--- src/include/dsw_pkg.sv ---
/*
  Constants and types shared by the deep sleep watchdog and its prescaler.
  Assumes the configuration byte is presented by fuse logic on i_mclk.
*/
package dsw_pkg;

  // Deep sleep configuration byte layout
  localparam int unsigned CFG_W        = 8;
  localparam int unsigned CFG_EN_BIT   = 7;
  localparam int unsigned CFG_SEL_BIT  = 4;
  localparam int unsigned CFG_PS_MSB   = 3;
  localparam int unsigned CFG_PS_LSB   = 0;
  localparam int unsigned PS_W         = 4;

  // Value of the clock select bit that picks the low power RC oscillator
  localparam logic        SEL_RC_OSC   = 1'h1;

  // Fixed prescaler: divide by 32 for a base tick near 1 ms
  localparam int unsigned PRE_DIV      = 32;
  localparam int unsigned PRE_W        = 5;
  localparam logic [PRE_W-1:0] PRE_LAST = 5'h1f;
  localparam logic [PRE_W-1:0] PRE_ZERO = 5'h00;

  // Postscaler counter holds up to a 1:2^31 ratio
  localparam int unsigned POST_W       = 32;
  localparam logic [POST_W-1:0] POST_ONE  = 32'h1;
  localparam logic [POST_W-1:0] POST_ZERO = 32'h0;

  // Synchroniser depth for the oscillator inputs
  localparam int unsigned SYNC_N       = 3;

  typedef enum logic [1:0] {
    DSW_LOAD,
    DSW_OFF,
    DSW_RUN
  } dsw_state_t;

endpackage

--- src/design/dsw_watchdog.sv ---
/*
  Deep sleep watchdog: counts a selected low-speed oscillator through a
  fixed prescaler and a fuse-selected postscaler and raises a wake pulse.
  Assumes the configuration byte is stable fuse data on i_mclk, that
  i_deep_sleep comes from power control logic on i_mclk, and that the two
  oscillator inputs are free-running pins of unrelated phase, much slower
  than i_mclk.
*/
`timescale 1ns/1ps
module dsw_watchdog
  import dsw_pkg::*;
(
  input  wire logic             i_mclk,
  input  wire logic             i_rst_b,
  input  wire logic [CFG_W-1:0] i_config_byte,
  input  wire logic             i_deep_sleep,
  input  wire logic             i_sec_osc_clk,
  input  wire logic             i_rc_osc_clk,
  output logic                  o_sec_osc_en,
  output logic                  o_rc_osc_en,
  output logic                  o_timeout,
  output logic                  o_wake
);

  typedef struct packed {
    dsw_state_t        state;
    logic              cfg_en;
    logic              cfg_sel;
    logic [PS_W-1:0]   cfg_ps;
    logic [SYNC_N-1:0] sec_sync;
    logic [SYNC_N-1:0] rc_sync;
    logic              sec_lvl;
    logic              rc_lvl;
    logic              ds_prev;
    logic [POST_W-1:0] post_cnt;
    logic              sec_en;
    logic              rc_en;
    logic              timeout;
    logic              wake;
  } dsw_state_vec_t;

  dsw_state_vec_t s;
  dsw_state_vec_t next_s;

  logic              base_tick;
  logic              osc_tick;
  logic              sec_rise;
  logic              rc_rise;
  logic              sleep_entry;
  logic              pre_clear;
  logic [POST_W-1:0] post_limit;

  // Terminal count is ratio minus one; ratio is 2^(2*code+1)
  function automatic logic [POST_W-1:0] ratio_last(
    input logic [PS_W-1:0] code
  );
    logic [PS_W:0] shift;
    shift = {code, 1'b1};
    return (POST_ONE << shift) - POST_ONE;
  endfunction

  // A rise counts only once the second and third stages agree on it;
  // the unselected pin is ignored even while its oscillator runs
  assign sec_rise    = s.sec_sync[SYNC_N-1] && s.sec_sync[SYNC_N-2]
                       && !s.sec_lvl;
  assign rc_rise     = s.rc_sync[SYNC_N-1] && s.rc_sync[SYNC_N-2]
                       && !s.rc_lvl;
  assign osc_tick    = (s.cfg_sel == SEL_RC_OSC) ? rc_rise : sec_rise;
  assign sleep_entry = i_deep_sleep && !s.ds_prev;
  assign pre_clear   = sleep_entry || (s.state != DSW_RUN);
  assign post_limit  = ratio_last(s.cfg_ps);

  dsw_prescaler dsw_prescaler_i (
    .i_mclk      (i_mclk),
    .i_rst_b     (i_rst_b),
    .i_clear     (pre_clear),
    .i_tick      (osc_tick),
    .o_base_tick (base_tick)
  );

  // Next-state logic for the watchdog apart from the prescaler
  always_comb begin
    next_s         = s;
    next_s.timeout = 1'b0;
    next_s.wake    = 1'b0;
    next_s.ds_prev = i_deep_sleep;

    // Oscillator pins pass three flops; first stage feeds only the second
    next_s.sec_sync = {s.sec_sync[SYNC_N-2:0], i_sec_osc_clk};
    next_s.rc_sync  = {s.rc_sync[SYNC_N-2:0], i_rc_osc_clk};
    // Level follows only agreeing stages, so a glitch is never counted
    if (s.sec_sync[SYNC_N-1] == s.sec_sync[SYNC_N-2]) begin
      next_s.sec_lvl = s.sec_sync[SYNC_N-1];
    end
    if (s.rc_sync[SYNC_N-1] == s.rc_sync[SYNC_N-2]) begin
      next_s.rc_lvl = s.rc_sync[SYNC_N-1];
    end

    unique case (s.state)
      // Fuses are caught once after reset; they cannot change at run time
      DSW_LOAD: begin
        next_s.cfg_en   = i_config_byte[CFG_EN_BIT];
        next_s.cfg_sel  = i_config_byte[CFG_SEL_BIT];
        next_s.cfg_ps   = i_config_byte[CFG_PS_MSB:CFG_PS_LSB];
        next_s.post_cnt = POST_ZERO;
        if (i_config_byte[CFG_EN_BIT]) begin
          next_s.state   = DSW_RUN;
          next_s.rc_en  = (i_config_byte[CFG_SEL_BIT] == SEL_RC_OSC);
          next_s.sec_en = (i_config_byte[CFG_SEL_BIT] != SEL_RC_OSC);
        end else begin
          next_s.state = DSW_OFF;
        end
      end
      DSW_OFF: begin
        next_s.post_cnt = POST_ZERO;
      end
      DSW_RUN: begin
        // Keeps counting in every power mode, deep sleep included
        if (sleep_entry) begin
          next_s.post_cnt = POST_ZERO;
        end else if (base_tick) begin
          if (s.post_cnt == post_limit) begin
            next_s.post_cnt = POST_ZERO;
            next_s.timeout  = 1'b1;
            next_s.wake     = i_deep_sleep;
          end else begin
            next_s.post_cnt = s.post_cnt + POST_ONE;
          end
        end
      end
      // Two state bits leave one code unused; recover through a new load
      default: begin
        next_s.state = DSW_LOAD;
      end
    endcase
  end

  // All state sits in one register; reset loads constants only
  always_ff @(posedge i_mclk or negedge i_rst_b) begin
    if (!i_rst_b) begin
      s <= '0;
    end else begin
      s <= next_s;
    end
  end

  assign o_sec_osc_en = s.sec_en;
  assign o_rc_osc_en  = s.rc_en;
  assign o_timeout    = s.timeout;
  assign o_wake       = s.wake;

  // Enabled watchdog counts in deep sleep
  ds_running_a: assert property (@(posedge i_mclk) disable iff (!i_rst_b)
    s.cfg_en && s.state != DSW_LOAD |-> s.state == DSW_RUN)
    else $error("enabled watchdog not running");

  clk_select_a: assert property (@(posedge i_mclk) disable iff (!i_rst_b)
    s.state == DSW_RUN |-> (o_rc_osc_en == (s.cfg_sel == SEL_RC_OSC))
      && (o_sec_osc_en != o_rc_osc_en))
    else $error("wrong oscillator enabled");

  ps_capture_a: assert property (@(posedge i_mclk) disable iff (!i_rst_b)
    s.state == DSW_LOAD |=> s.cfg_ps ==
      $past(i_config_byte[CFG_PS_MSB:CFG_PS_LSB]))
    else $error("postscale code not captured");

  osc_auto_en_a: assert property (@(posedge i_mclk)
    disable iff (!i_rst_b)
    s.state == DSW_LOAD && i_config_byte[CFG_EN_BIT]
      |=> o_sec_osc_en || o_rc_osc_en)
    else $error("clock source not enabled with watchdog");

  wake_cause_a: assert property (@(posedge i_mclk) disable iff (!i_rst_b)
    o_wake |-> o_timeout && $past(i_deep_sleep))
    else $error("wake without expiry in deep sleep");

  expiry_point_a: assert property (@(posedge i_mclk)
    disable iff (!i_rst_b)
    s.state == DSW_RUN && base_tick && !sleep_entry
      && s.post_cnt == post_limit
      |=> o_timeout ##1 !o_timeout)
    else $error("expiry not at terminal count");

  disabled_quiet_a: assert property (@(posedge i_mclk)
    disable iff (!i_rst_b)
    s.state == DSW_OFF |-> !o_timeout && !o_sec_osc_en && !o_rc_osc_en)
    else $error("disabled watchdog active");

  sleep_restart_a: assert property (@(posedge i_mclk)
    disable iff (!i_rst_b)
    s.state == DSW_RUN && sleep_entry |=> s.post_cnt == POST_ZERO)
    else $error("postscaler not restarted on sleep entry");

  // Postscale count never passes the terminal count of its code
  post_bound_a: assert property (@(posedge i_mclk) disable iff (!i_rst_b)
    s.state == DSW_RUN |-> s.post_cnt <= post_limit)
    else $error("postscale count beyond terminal count");

  // Each pin rise is counted once, however long the pin stays high
  tick_once_a: assert property (@(posedge i_mclk) disable iff (!i_rst_b)
    s.state == DSW_RUN && osc_tick |=> !osc_tick)
    else $error("oscillator rise counted twice");

  // Prescaler gives no tick right after a restart or while idle
  pre_hold_a: assert property (@(posedge i_mclk) disable iff (!i_rst_b)
    pre_clear |=> !base_tick)
    else $error("base tick after prescaler restart");

  // An expiry seen in deep sleep always carries a wake
  exp_wake_a: assert property (@(posedge i_mclk) disable iff (!i_rst_b)
    o_timeout && $past(i_deep_sleep) |-> o_wake)
    else $error("expiry in deep sleep without wake");

  wake_c: cover property (@(posedge i_mclk) disable iff (!i_rst_b)
    o_wake);
  awake_expiry_c: cover property (@(posedge i_mclk) disable iff (!i_rst_b)
    o_timeout && !o_wake);
  sleep_entry_c: cover property (@(posedge i_mclk) disable iff (!i_rst_b)
    s.state == DSW_RUN && sleep_entry && s.post_cnt != POST_ZERO);
  rc_run_c: cover property (@(posedge i_mclk) disable iff (!i_rst_b)
    o_rc_osc_en ##1 o_timeout);
  disabled_c: cover property (@(posedge i_mclk) disable iff (!i_rst_b)
    s.state == DSW_OFF);

endmodule // dsw_watchdog

--- src/design/dsw_prescaler.sv ---
/*
  Fixed divide-by-32 prescaler of the deep sleep watchdog.
  Assumes i_tick is a one-cycle pulse per rising edge of the selected low-speed
  oscillator, already synchronised to i_mclk.
*/
`timescale 1ns/1ps
module dsw_prescaler
  import dsw_pkg::*;
(
  input  wire logic i_mclk,
  input  wire logic i_rst_b,
  input  wire logic i_clear,
  input  wire logic i_tick,
  output logic      o_base_tick
);

  typedef struct packed {
    logic [PRE_W-1:0] cnt;
    logic             base;
  } dsw_pre_t;

  dsw_pre_t s;
  dsw_pre_t next_s;

  // Count oscillator ticks; a clear always restarts a full base period
  always_comb begin
    next_s      = s;
    next_s.base = 1'b0;
    if (i_clear) begin
      next_s.cnt = PRE_ZERO;
    end else if (i_tick) begin
      next_s.cnt  = s.cnt + PRE_W'(1);
      next_s.base = (s.cnt == PRE_LAST);
    end
  end

  always_ff @(posedge i_mclk or negedge i_rst_b) begin
    if (!i_rst_b) begin
      s <= '0;
    end else begin
      s <= next_s;
    end
  end

  assign o_base_tick = s.base;

  // One base tick per 32 ticks, never after a clear
  pre_div_a: assert property (@(posedge i_mclk) disable iff (!i_rst_b)
    o_base_tick |-> $past(s.cnt) == PRE_LAST && $past(i_tick)
      && !$past(i_clear))
    else $error("base tick without a full prescaler count");

  pre_clear_a: assert property (@(posedge i_mclk) disable iff (!i_rst_b)
    i_clear |=> s.cnt == PRE_ZERO && !o_base_tick)
    else $error("prescaler not restarted by clear");

endmodule // dsw_prescaler

--- config.mk ---
export PLATFORM = sky130hd
export DESIGN_NAME = dsw_watchdog
export DESIGN_NICKNAME = d
export VERILOG_FILES = /design/src/include/dsw_pkg.sv /design/src/design/dsw_watchdog.sv /design/src/design/dsw_prescaler.sv
export SDC_FILE = /design/constraint.sdc
export NUM_CORES = 1
export LEC_CHECK = 0
export BUFFER_PORTS_ARGS = -buffer_cell sky130_fd_sc_hd__buf_2
export CORE_UTILIZATION = 60
export CTS_CLUSTER_DIAMETER = 150
export DETAILED_ROUTE_END_ITERATION = 7
export MAX_ROUTING_LAYER = met4
export PLACE_DENSITY = 0.78
export RECOVER_POWER = 50
export SYNTH_ARGS = -nofsm -noshare
export SYNTH_HDL_FRONTEND = slang
export SYNTH_SLANG_ARGS = --single-unit
export TNS_END_PERCENT = 30
--- constraint.sdc ---
create_clock -name i_mclk -period 7.36 [get_ports i_mclk]
set_input_delay 1.472 -clock i_mclk [delete_from_list [all_inputs] [get_ports i_mclk]]
set_output_delay 1.472 -clock i_mclk [all_outputs]
set_load 0.02 [all_outputs]
==> run summary, run 1 <==
status = finished with violations
failing checks = max-capacitance violations, max-slew violations
# diodes = 0
Tot GR Track Use = 31.8%
clk_lat worst skew = 0.34 ns
Max transition margin = -109%
M1 wire length = 4390 um
CP required = 7.52 ns
Top-Level Pins = 17
Psw = 0.454 mW
Post-synth EDFFs = 0
syn_area_per_cell = 8.38 um^2
site row count = 28
placed insts = 515
Clock Sinks = 58
DRC = 0
Critical Path Sink Type = register
Num CTS Buffers = 9
clk_skew = 0.00765 ns
WL/cell = 18.2 um
met3 WL post-DR = 768 um
post-cts resize count = 0
Final Hold Vio Count = 0
vias in the first global route = 3,168
worst-path fanout max = 29
dominant cells by area after synthesis = dfrtp_1 (37%), nand2_1 (5.3%), nand3_1 (3.7%)
Top Metal Used = met4
minimum clock period = 4.80 ns
Max Cap Violations = 1
most frequent cells in the layout = dfrtp_1 (58), nand2_1 (55), nand3_1 (29), o21ai_0 (27), nand4_1 (23)
die footprint = 6780 um^2
# hold bufs at CTS = 0
Post-Syn Instances = 462
total wire length = 9640 um
Crit path largest cell delay = 0.74 ns
CTS H-tree lvls = 3
Root Driver = clkbuf_8
sequential share of power = 33.6%
setup violators final = 0
critical path class = reg2reg
core box area = 6060 um^2
Clock transition at path regs = 0.07 ns
Fill cells = 509
commonest non-fill, non-tap cell in the layout = dfrtp_1
Hold Path Class = reg2reg
sequential share of the synthesized area = 37.5%
initial antenna violation count = 0
unrepaired setup endpoints after global routing = no
post-CTS setup buffer count = 0
synth warn = 0
nature of the critical path startpoint = register
Syn Nets = 484
Final WS setup = 2.56 ns
pre-CTS setup slack = 2.67 ns
die width = 82.3 um
leakage power figure = 1.60 nW
DR vias/cell = 6.74
final setup TNS = 0 ns
delay-heaviest family, CP = simple AND/OR/NAND/NOR gates
Worst EP arrival = 4.96 ns
Yosys top cell by area = dfrtp_1
die height = 82.3 um
first-pass GRT wire length = 15,700 um
Synth-to-Final Area Change = 6.01%
GP Congestion = 0.976
Post-Syn Area = 3870 um^2
ys async rst share = 100%
synth unique cells = 68
CP Cell Sequence = or4_1, ha_1, a221oi_1, o2111ai_1, or4b_1, or4_4, nand2_1, o21ai_0
HPWL after DPL = 6430 um
1st-pass router iterations = 5
IO Port Bufs = 14
Clk network pwr share = 28.6%
Vias = 3,581
met2 wire length = 4250 um
highest clock rate = 209 MHz
layout cells sized above 1 = 10.1%
FF+latch count, synth = 58
top cell type's share of synthesized area = 37.5%
Non-Filler Instances = 531
Main synth FF type = dfrtp_1
final slew viol count = 59
Crit-path slowest cell = or4_4
largest net degree at the start of global routing = 59
initial detailed-routing violation count = 477
Int Power = 0.730 mW
GRT Residual Overflow = 0
switching portion of total power = 38.3%
number of buffers and inverters on the critical path = 0
clock tree buffer depth = 2
worst slew pin tran = 3.14 ns
final net count = 473
Pwr Density = 288 nW/um^2
TritonCTS clock tree = built
initial core utilization = 63.9%
period utilisation layout = 65.2%
Max VDD drop = 309 uV
Post-DRT Antenna Nets = 0
combinational power share = 37.8%
worst paths after layout:
check                                             to  cells past startpoint        from  slack [ns]
worst min-delay path                      next_s[44]                      0  next_s[43]        0.35
worst min register to register            next_s[44]                      0  next_s[43]        0.35
max in group asynchronous                      s[27]                      2     i_rst_b        3.33
worst max-delay path                           s[28]                      8       s[46]        2.56
worst max register to register                 s[28]                      8       s[46]        2.56
min in group asynchronous       dsw_prescaler_i.s[1]                      2     i_rst_b        2.26
synthesized netlist by cell type, drive strengths merged, types with 5 or more instances:
cell and count:
a31oi 8, or3 8, nand4 23, buf 14, and3 7, o22ai 9, a21oi 14, nand3 29
nor2 22, nand2b 6, mux2 6, xnor2 9, clkbuf 27, xor2 5, ha 9, mux2i 5
nand2 55, inv 21, dfrtp 58, nor3 15, o311ai 12, o21ai 29, nor2b 8
worst register-to-register path, delay by kind of cell, from the launching register on:
| kind | cells | cell delay, ns |
|---|---|---|
| AND/OR/NAND/NOR | 4 | 2.69 |
| adder cells (fa/ha/maj) | 1 | 0.40 |
| flip-flops | 1 | 0.70 |
| AO/OA/AOI/OAI | 3 | 0.83 |
sequential cells by signal, summed over array words and instances, names as in the netlist:
| register | cells |
|---|---|
| o_sec_osc_en | 1 |
| s | 44 |
| dsw_prescaler_i.s | 5 |
| o_wake | 1 |
| o_timeout | 1 |
| next_s | 4 |
| o_rc_osc_en | 1 |
| dsw_prescaler_i.o_base_tick | 1 |
area by class of cell:
type	count	area, um^2	area share, %
Clock buffer	12	155	3.78
Clock inverter	4	73.8	1.80
Inverter	21	78.8	1.92
Multi-Input combinational cell	342	2150	52.4
Sequential cell	58	1450	35.4
Tap cell	75	93.8	2.29
Timing Repair Buffer	19	100	2.44
power groups by stage:
stage | sequential (mW) | combinational (mW) | clock, mW
6_report | 0.398 | 0.447 | 0.338
5_1_grt | 0.403 | 0.491 | 0.354
4_1_cts | 0.396 | 0.442 | 0.342
3_5_place_dp | 0.402 | 0.440 | 0
3_3_place_gp | 0.399 | 0.429 | 0
2_1_floorplan | 0.375 | 0.368 | 0
kinds of logic after synthesis:
| logic type | share of synthesized area [%] |
|---|---|
| AOI/OAI and AO/OA | 18.0 |
| muxes | 3.04 |
| adders and majority gates | 2.91 |
| buffers and inverters | 6.95 |
| DFF | 37.5 |
| and+or+nand+nor | 28.5 |
| xor gates and xnor gates | 3.17 |
stage by stage:
stage	cell area [um^2]	hold slack (ns)	total power [mW]	utilization (%)
final	4110	0.350	1.18	67.7
after global routing	4110	0.371	1.25	67.7
after CTS	4110	0.352	1.18	67.9
after detailed placement	3880	0.336	0.842	64.1
after global placement	3880	0.333	0.828	64.1
after floorplan	3870	0.331	0.743	-
layer usage:
layer  global-route usage, %  vias up
met5                       -        -
met4                    14.2        0
met3                    5.16       29
met2                    44.4      172
met1                    45.2     1694
li1                        -     1686
Note: power is estimated with default switching activity, not from simulation.
==> inputs of run 2 (changes only) <==
==> constraint.sdc (replaced) <==
create_clock -name i_mclk -period 4.9 [get_ports i_mclk]
set_input_delay 0.98 -clock i_mclk [delete_from_list [all_inputs] [get_ports i_mclk]]
set_output_delay 0.98 -clock i_mclk [all_outputs]
set_load 0.02 [all_outputs]
==> run 2 against run 1 <==
Effect of this change:
- the run still ends with max-capacitance violations, max-slew violations left
- register-to-register slack lost 1.7 ns
- global-route usage is essentially flat
- critical path depth grew 3
- clock-buffer cell count is the same
- via count shrank 0.75%
- clock skew is essentially flat
- combinational power grew 65%
- wire length is essentially flat
- setup slack lost 1.7 ns
==> run summary, run 2 (synthesized netlist as in run 1, its figures left out) <==
status = finished with violations
failing checks = max-capacitance violations, max-slew violations
initial detailed-routing violation count = 350
Non-Filler Instances = 534
Vias = 3,554
most frequent cells in the layout = dfrtp_1 (58), nand2_1 (55), nand3_1 (29), o21ai_0 (27), nand4_1 (23)
layout cells sized above 1 = 11.3%
1st-pass router iterations = 5
site row count = 28
GRT Residual Overflow = 0
WHS = 0.353 ns
critical path class = reg2reg
Max Cap Violations = 1
IO Port Bufs = 14
worst-path fanout max = 31
Root Driver = clkbuf_8
placed insts = 518
CTS H-tree lvls = 3
# diodes = 0
worst slew pin tran = 3.07 ns
CP required = 5.09 ns
# hold bufs at CTS = 0
final net count = 476
Clock Sinks = 58
Post-DRT Antenna Nets = 0
highest clock rate = 246 MHz
setup violators final = 0
Max VDD drop = 428 uV
Tot GR Track Use = 31.8%
vias in the first global route = 3,185
GP Congestion = 0.982
die footprint = 6780 um^2
DRC = 0
Num CTS Buffers = 9
initial core utilization = 63.9%
die height = 82.3 um
unrepaired setup endpoints after global routing = no
Fill cells = 495
Layout Utilization = 68.2%
Max transition margin = -105%
DR vias/cell = 6.66
clk_lat worst skew = 0.34 ns
clock tree buffer depth = 2
reg2reg path depth = 11
final setup TNS = 0 ns
WL/cell = 18.0 um
Critical Path Sink Type = register
final total power = 1.79 mW
leakage power figure = 1.62 nW
initial antenna violation count = 0
period utilisation layout = 82.9%
largest net degree at the start of global routing = 59
commonest non-fill, non-tap cell in the layout = dfrtp_1
Biggest register = s
Worst EP arrival = 4.26 ns
Synth-to-Final Area Change = 6.69%
Clock transition at path regs = 0.07 ns
max reg flops = 44
HPWL after DPL = 6480 um
post-cts resize count = 0
minimum clock period = 4.06 ns
Final Hold Vio Count = 0
Hold Path Class = reg2reg
nature of the critical path startpoint = register
core box area = 6060 um^2
first-pass GRT wire length = 15,800 um
die width = 82.3 um
TritonCTS clock tree = built
Pwr Density = 434 nW/um^2
clk_skew = 0.00755 ns
post-CTS setup buffer count = 0
hold depth = 0
final slew viol count = 59
Top-Level Pins = 17
total wire length = 9640 um
==> run 2: cell count changes in the layout (fill, tap and decap cells not counted), sizes merged <==
| cell | delta |
|---|---|
| buf | +6 |
| clkbuf | -3 |
==> run 2: worst paths after layout <==
path                       slack, ns       start                    to
min in group asynchronous       1.75     i_rst_b  dsw_prescaler_i.s[2]
min                             0.35  next_s[43]            next_s[44]
max                             0.84       s[48]                 s[29]
max in group asynchronous       1.42     i_rst_b                 s[28]
max reg2reg                     0.84       s[48]                 s[29]
min reg2reg                     0.35  next_s[43]            next_s[44]
==> run 2: layout make-up <==
type,count,area (um^2),area share (%)
multi-input combinational,342,2150,52.1
sequential,58,1450,35.1
clock buffer,12,155,3.76
timing repair buffer,22,126,3.06
tap,75,93.8,2.27
inverter,21,78.8,1.91
clock inverter,4,73.8,1.79
==> run 2: critical path: stages (launching register included) <==
cell       delay (ns)
dfrtp_1          0.37
buf_4            0.23
nor3_1           0.33
nand2_1          0.10
ha_1             0.37
a221oi_1         0.47
o2111ai_1        0.21
or4b_1           0.55
or4_4            0.72
nand2_1          0.13
buf_4            0.27
o221ai_1         0.15
==> run 2: metrics by stage <==
stage / setup WS (ns) / cell area (um^2)
after global routing: 0.681 / 4130
after floorplan: 1.26 / 3870
after detailed placement: 0.920 / 3910
final: 0.838 / 4130
after CTS: 0.913 / 4140
after global placement: 1.01 / 3910
==> run 2: where the power goes <==
part	internal, mW	switching, mW
clock network	0.314	0.195
registers	0.521	0.0252
logic	0.273	0.463
total	1.11	0.684
==> run 2: per-layer routing <==
metal / wire length, um / vias to the layer above / GRT usage (%)
met5: 0 / - / -
li1: - / 1691 / -
met1: 4350 / 1687 / 44.5
met2: 4510 / 160 / 48.4
met4: 118 / 0 / 7.37
met3: 661 / 16 / 5.05
==> inputs of run 3 (changes only) <==
--- a/config.mk
+++ b/config.mk
@@ -5,12 +5,13 @@
 export SDC_FILE = /design/constraint.sdc
 export NUM_CORES = 1
 export LEC_CHECK = 0
+export ABC_AREA = 1
 export BUFFER_PORTS_ARGS = -buffer_cell sky130_fd_sc_hd__buf_2
-export CORE_UTILIZATION = 60
+export CORE_UTILIZATION = 57
 export CTS_CLUSTER_DIAMETER = 150
 export DETAILED_ROUTE_END_ITERATION = 7
 export MAX_ROUTING_LAYER = met4
-export PLACE_DENSITY = 0.78
+export PLACE_DENSITY = 0.77
 export RECOVER_POWER = 50
 export SYNTH_ARGS = -nofsm -noshare
 export SYNTH_HDL_FRONTEND = slang
==> constraint.sdc (replaced) <==
create_clock -name i_mclk -period 3.7 [get_ports i_mclk]
set_input_delay 0.74 -clock i_mclk [delete_from_list [all_inputs] [get_ports i_mclk]]
set_output_delay 0.74 -clock i_mclk [all_outputs]
set_load 0.02 [all_outputs]
==> run 3 against run 2 <==
Effect of this change:
- the flow still finishes with violations (max-capacitance violations, max-slew violations)
- largest cell class unchanged
- non-clock buffer count decreased by 2
- critical endpoint is now s[18]
- highest routed layer unchanged
- synthesized area rose by 8.6%
- sequential share of layout area down 2.9 points
==> run summary, run 3 <==
final setup TNS = 0 ns
CTS H-tree lvls = 3
Clk network pwr share = 22.4%
Main synth FF type = dfrtp_1
Critical Path Sink Type = register
number of buffers and inverters on the critical path = 2
# hold bufs at CTS = 0
total wire length = 11,800 um
Max Cap Violations = 1
failing checks = max-capacitance violations, max-slew violations
Post-synth top cells = nand2_1 (203), inv_1 (79), nand3_1 (61), nor2_1 (59), dfrtp_1 (58)
top-count cell post-synth = nand2_1
site row count = 30
worst-path fanout max = 30
Biggest register = s
Yosys top cell by area = dfrtp_1
delay-heaviest family, CP = simple AND/OR/NAND/NOR gates
DRC = 0
syn_area_per_cell = 6.77 um^2
DR vias/cell = 5.56
1st-pass router iterations = 6
combinational power share = 44.6%
largest net degree at the start of global routing = 42
post-CTS setup buffer count = 0
Max transition margin = -46.8%
period utilisation layout = 83.7%
Max VDD drop = 476 uV
clock tree buffer depth = 2
layout cells sized above 1 = 10.2%
GRT Residual Overflow = 0
ys async rst share = 100%
synth warn = 0
critical path class = reg2reg
clk_skew = 0.0115 ns
sequential share of power = 33.0%
minimum clock period = 3.10 ns
final slew viol count = 42
switching portion of total power = 46.4%
# diodes = 0
initial antenna violation count = 0
dominant cells by area after synthesis = dfrtp_1 (35%), nand2_1 (18%), nand3_1 (7.3%)
reg-to-reg startpoint = s[46]
die footprint = 7730 um^2
vias in the first global route = 3,714
setup violators final = 0
WL/cell = 16.1 um
Crit-path slowest cell = dfrtp_1
Post-Syn Area = 4210 um^2
Psw = 1.09 mW
sequential share of the synthesized area = 34.5%
Worst Setup SP = s[46]
Synth-to-Final Area Change = 7.17%
IO Port Bufs = 14
worst slew pin tran = 2.20 ns
Tot GR Track Use = 34.1%
Int Power = 1.26 mW
commonest non-fill, non-tap cell in the layout = nand2_1
die width = 87.9 um
Vias = 4,088
die height = 87.9 um
Top-Level Pins = 17
Post-Syn Instances = 621
synth unique cells = 36
Num CTS Buffers = 9
CP most frequent cell = nand2_1
FF+latch count, synth = 58
highest clock rate = 323 MHz
M1 wire length = 5220 um
initial detailed-routing violation count = 428
clk_lat worst skew = 0.35 ns
CP Cell Sequence = inv_1, nand4_1, ha_1, inv_1, a21oi_2, nand2_1, nand2_1, nand2_1, nor2_1, nand2_1, nor2_2, nand2_2, nand3_1, nand2_1
GP Congestion = 1.03
most frequent cells in the layout = nand2_1 (203), inv_1 (79), nand3_1 (61), nor2_1 (58), dfrtp_1 (58)
first-pass GRT wire length = 18,800 um
CP required = 3.93 ns
Top Metal Used = met4
leakage power figure = 2.34 nW
met2 wire length = 5320 um
HPWL after DPL = 9060 um
met3 WL post-DR = 769 um
max reg flops = 44
unrepaired setup endpoints after global routing = no
Worst EP arrival = 3.33 ns
WHS = 0.359 ns
Post-synth EDFFs = 0
post-cts resize count = 0
Root Driver = clkbuf_8
initial core utilization = 60.6%
Crit path largest cell delay = 0.64 ns
nature of the critical path startpoint = register
Clock transition at path regs = 0.07 ns
final net count = 656
Hold Startpoint = next_s[40]
Syn Nets = 643
Post-DRT Antenna Nets = 0
Pwr Density = 521 nW/um^2
Final Hold Vio Count = 0
Fill cells = 668
top cell type's share of synthesized area = 34.5%
final total power = 2.35 mW
status = finished with violations
Clock Sinks = 58
Hold Path Class = reg2reg
TritonCTS clock tree = built
core box area = 6940 um^2
-- run 3: power groups by stage --
| stage | registers (mW) | logic [mW] | clock network [mW] |
|---|---|---|---|
| floorplan | 0.757 | 0.760 | 0 |
| global placement | 0.779 | 1.01 | 0 |
| detailed placement | 0.784 | 1.02 | 0 |
| CTS | 0.772 | 1.02 | 0.535 |
| global route | 0.784 | 1.15 | 0.557 |
| finish | 0.775 | 1.05 | 0.526 |
-- run 3: final cells by class --
cell class              count  area, um^2  area share, %
multi-input cells         464        2350           52.2
repair buffers             20         110           2.44
clock inverters             5        30.0          0.666
clock buffers              11         141           3.14
well taps                  96         120           2.66
flip-flops and latches     58        1450           32.2
inverters                  81         304           6.74
-- run 3: routing by layer --
metal	track usage (%)	vias to the layer above
met4	16.5	0
met5	-	-
met3	5.37	46
li1	-	1982
met2	51.5	189
met1	44.6	1871
-- run 3: logic make-up (layout without fill, tap and decap cells) --
logic type / count (synthesis) / count (layout) / synth area share, %
AO/OA/AOI/OAI: 35 / 35 / 4.67
XOR/XNOR: 29 / 29 / 6.04
adder cells (fa/ha/maj): 9 / 9 / 2.68
buffers and inverters: 99 / 117 / 9.76
flip-flops: 58 / 58 / 34.5
multiplexers: 2 / 2 / 0.535
AND/OR/NAND/NOR: 389 / 389 / 41.8
-- run 3: through the flow --
| stage | worst slack (ns) | util [%] | area, um^2 | cells |
|---|---|---|---|---|
| final | 0.601 | 64.9 | 4510 | 735 |
| after CTS | 0.678 | 65.0 | 4510 | 735 |
| after global routing | 0.400 | 64.9 | 4510 | 735 |
| after detailed placement | 0.700 | 62.5 | 4340 | 719 |
| after floorplan | 1.54 | - | 4210 | 621 |
| after global placement | 0.713 | 62.5 | 4340 | 719 |
-- run 3: worst paths after layout --
| check | cells after the start | to | slack (ns) |
|---|---|---|---|
| max | 14 | s[18] | 0.60 |
| min | 0 | next_s[41] | 0.36 |
| max reg2reg | 14 | s[18] | 0.60 |
| min reg2reg | 0 | next_s[41] | 0.36 |
| max in group asynchronous | 1 | s[33] | 1.39 |
| min in group asynchronous | 1 | s[6] | 1.02 |
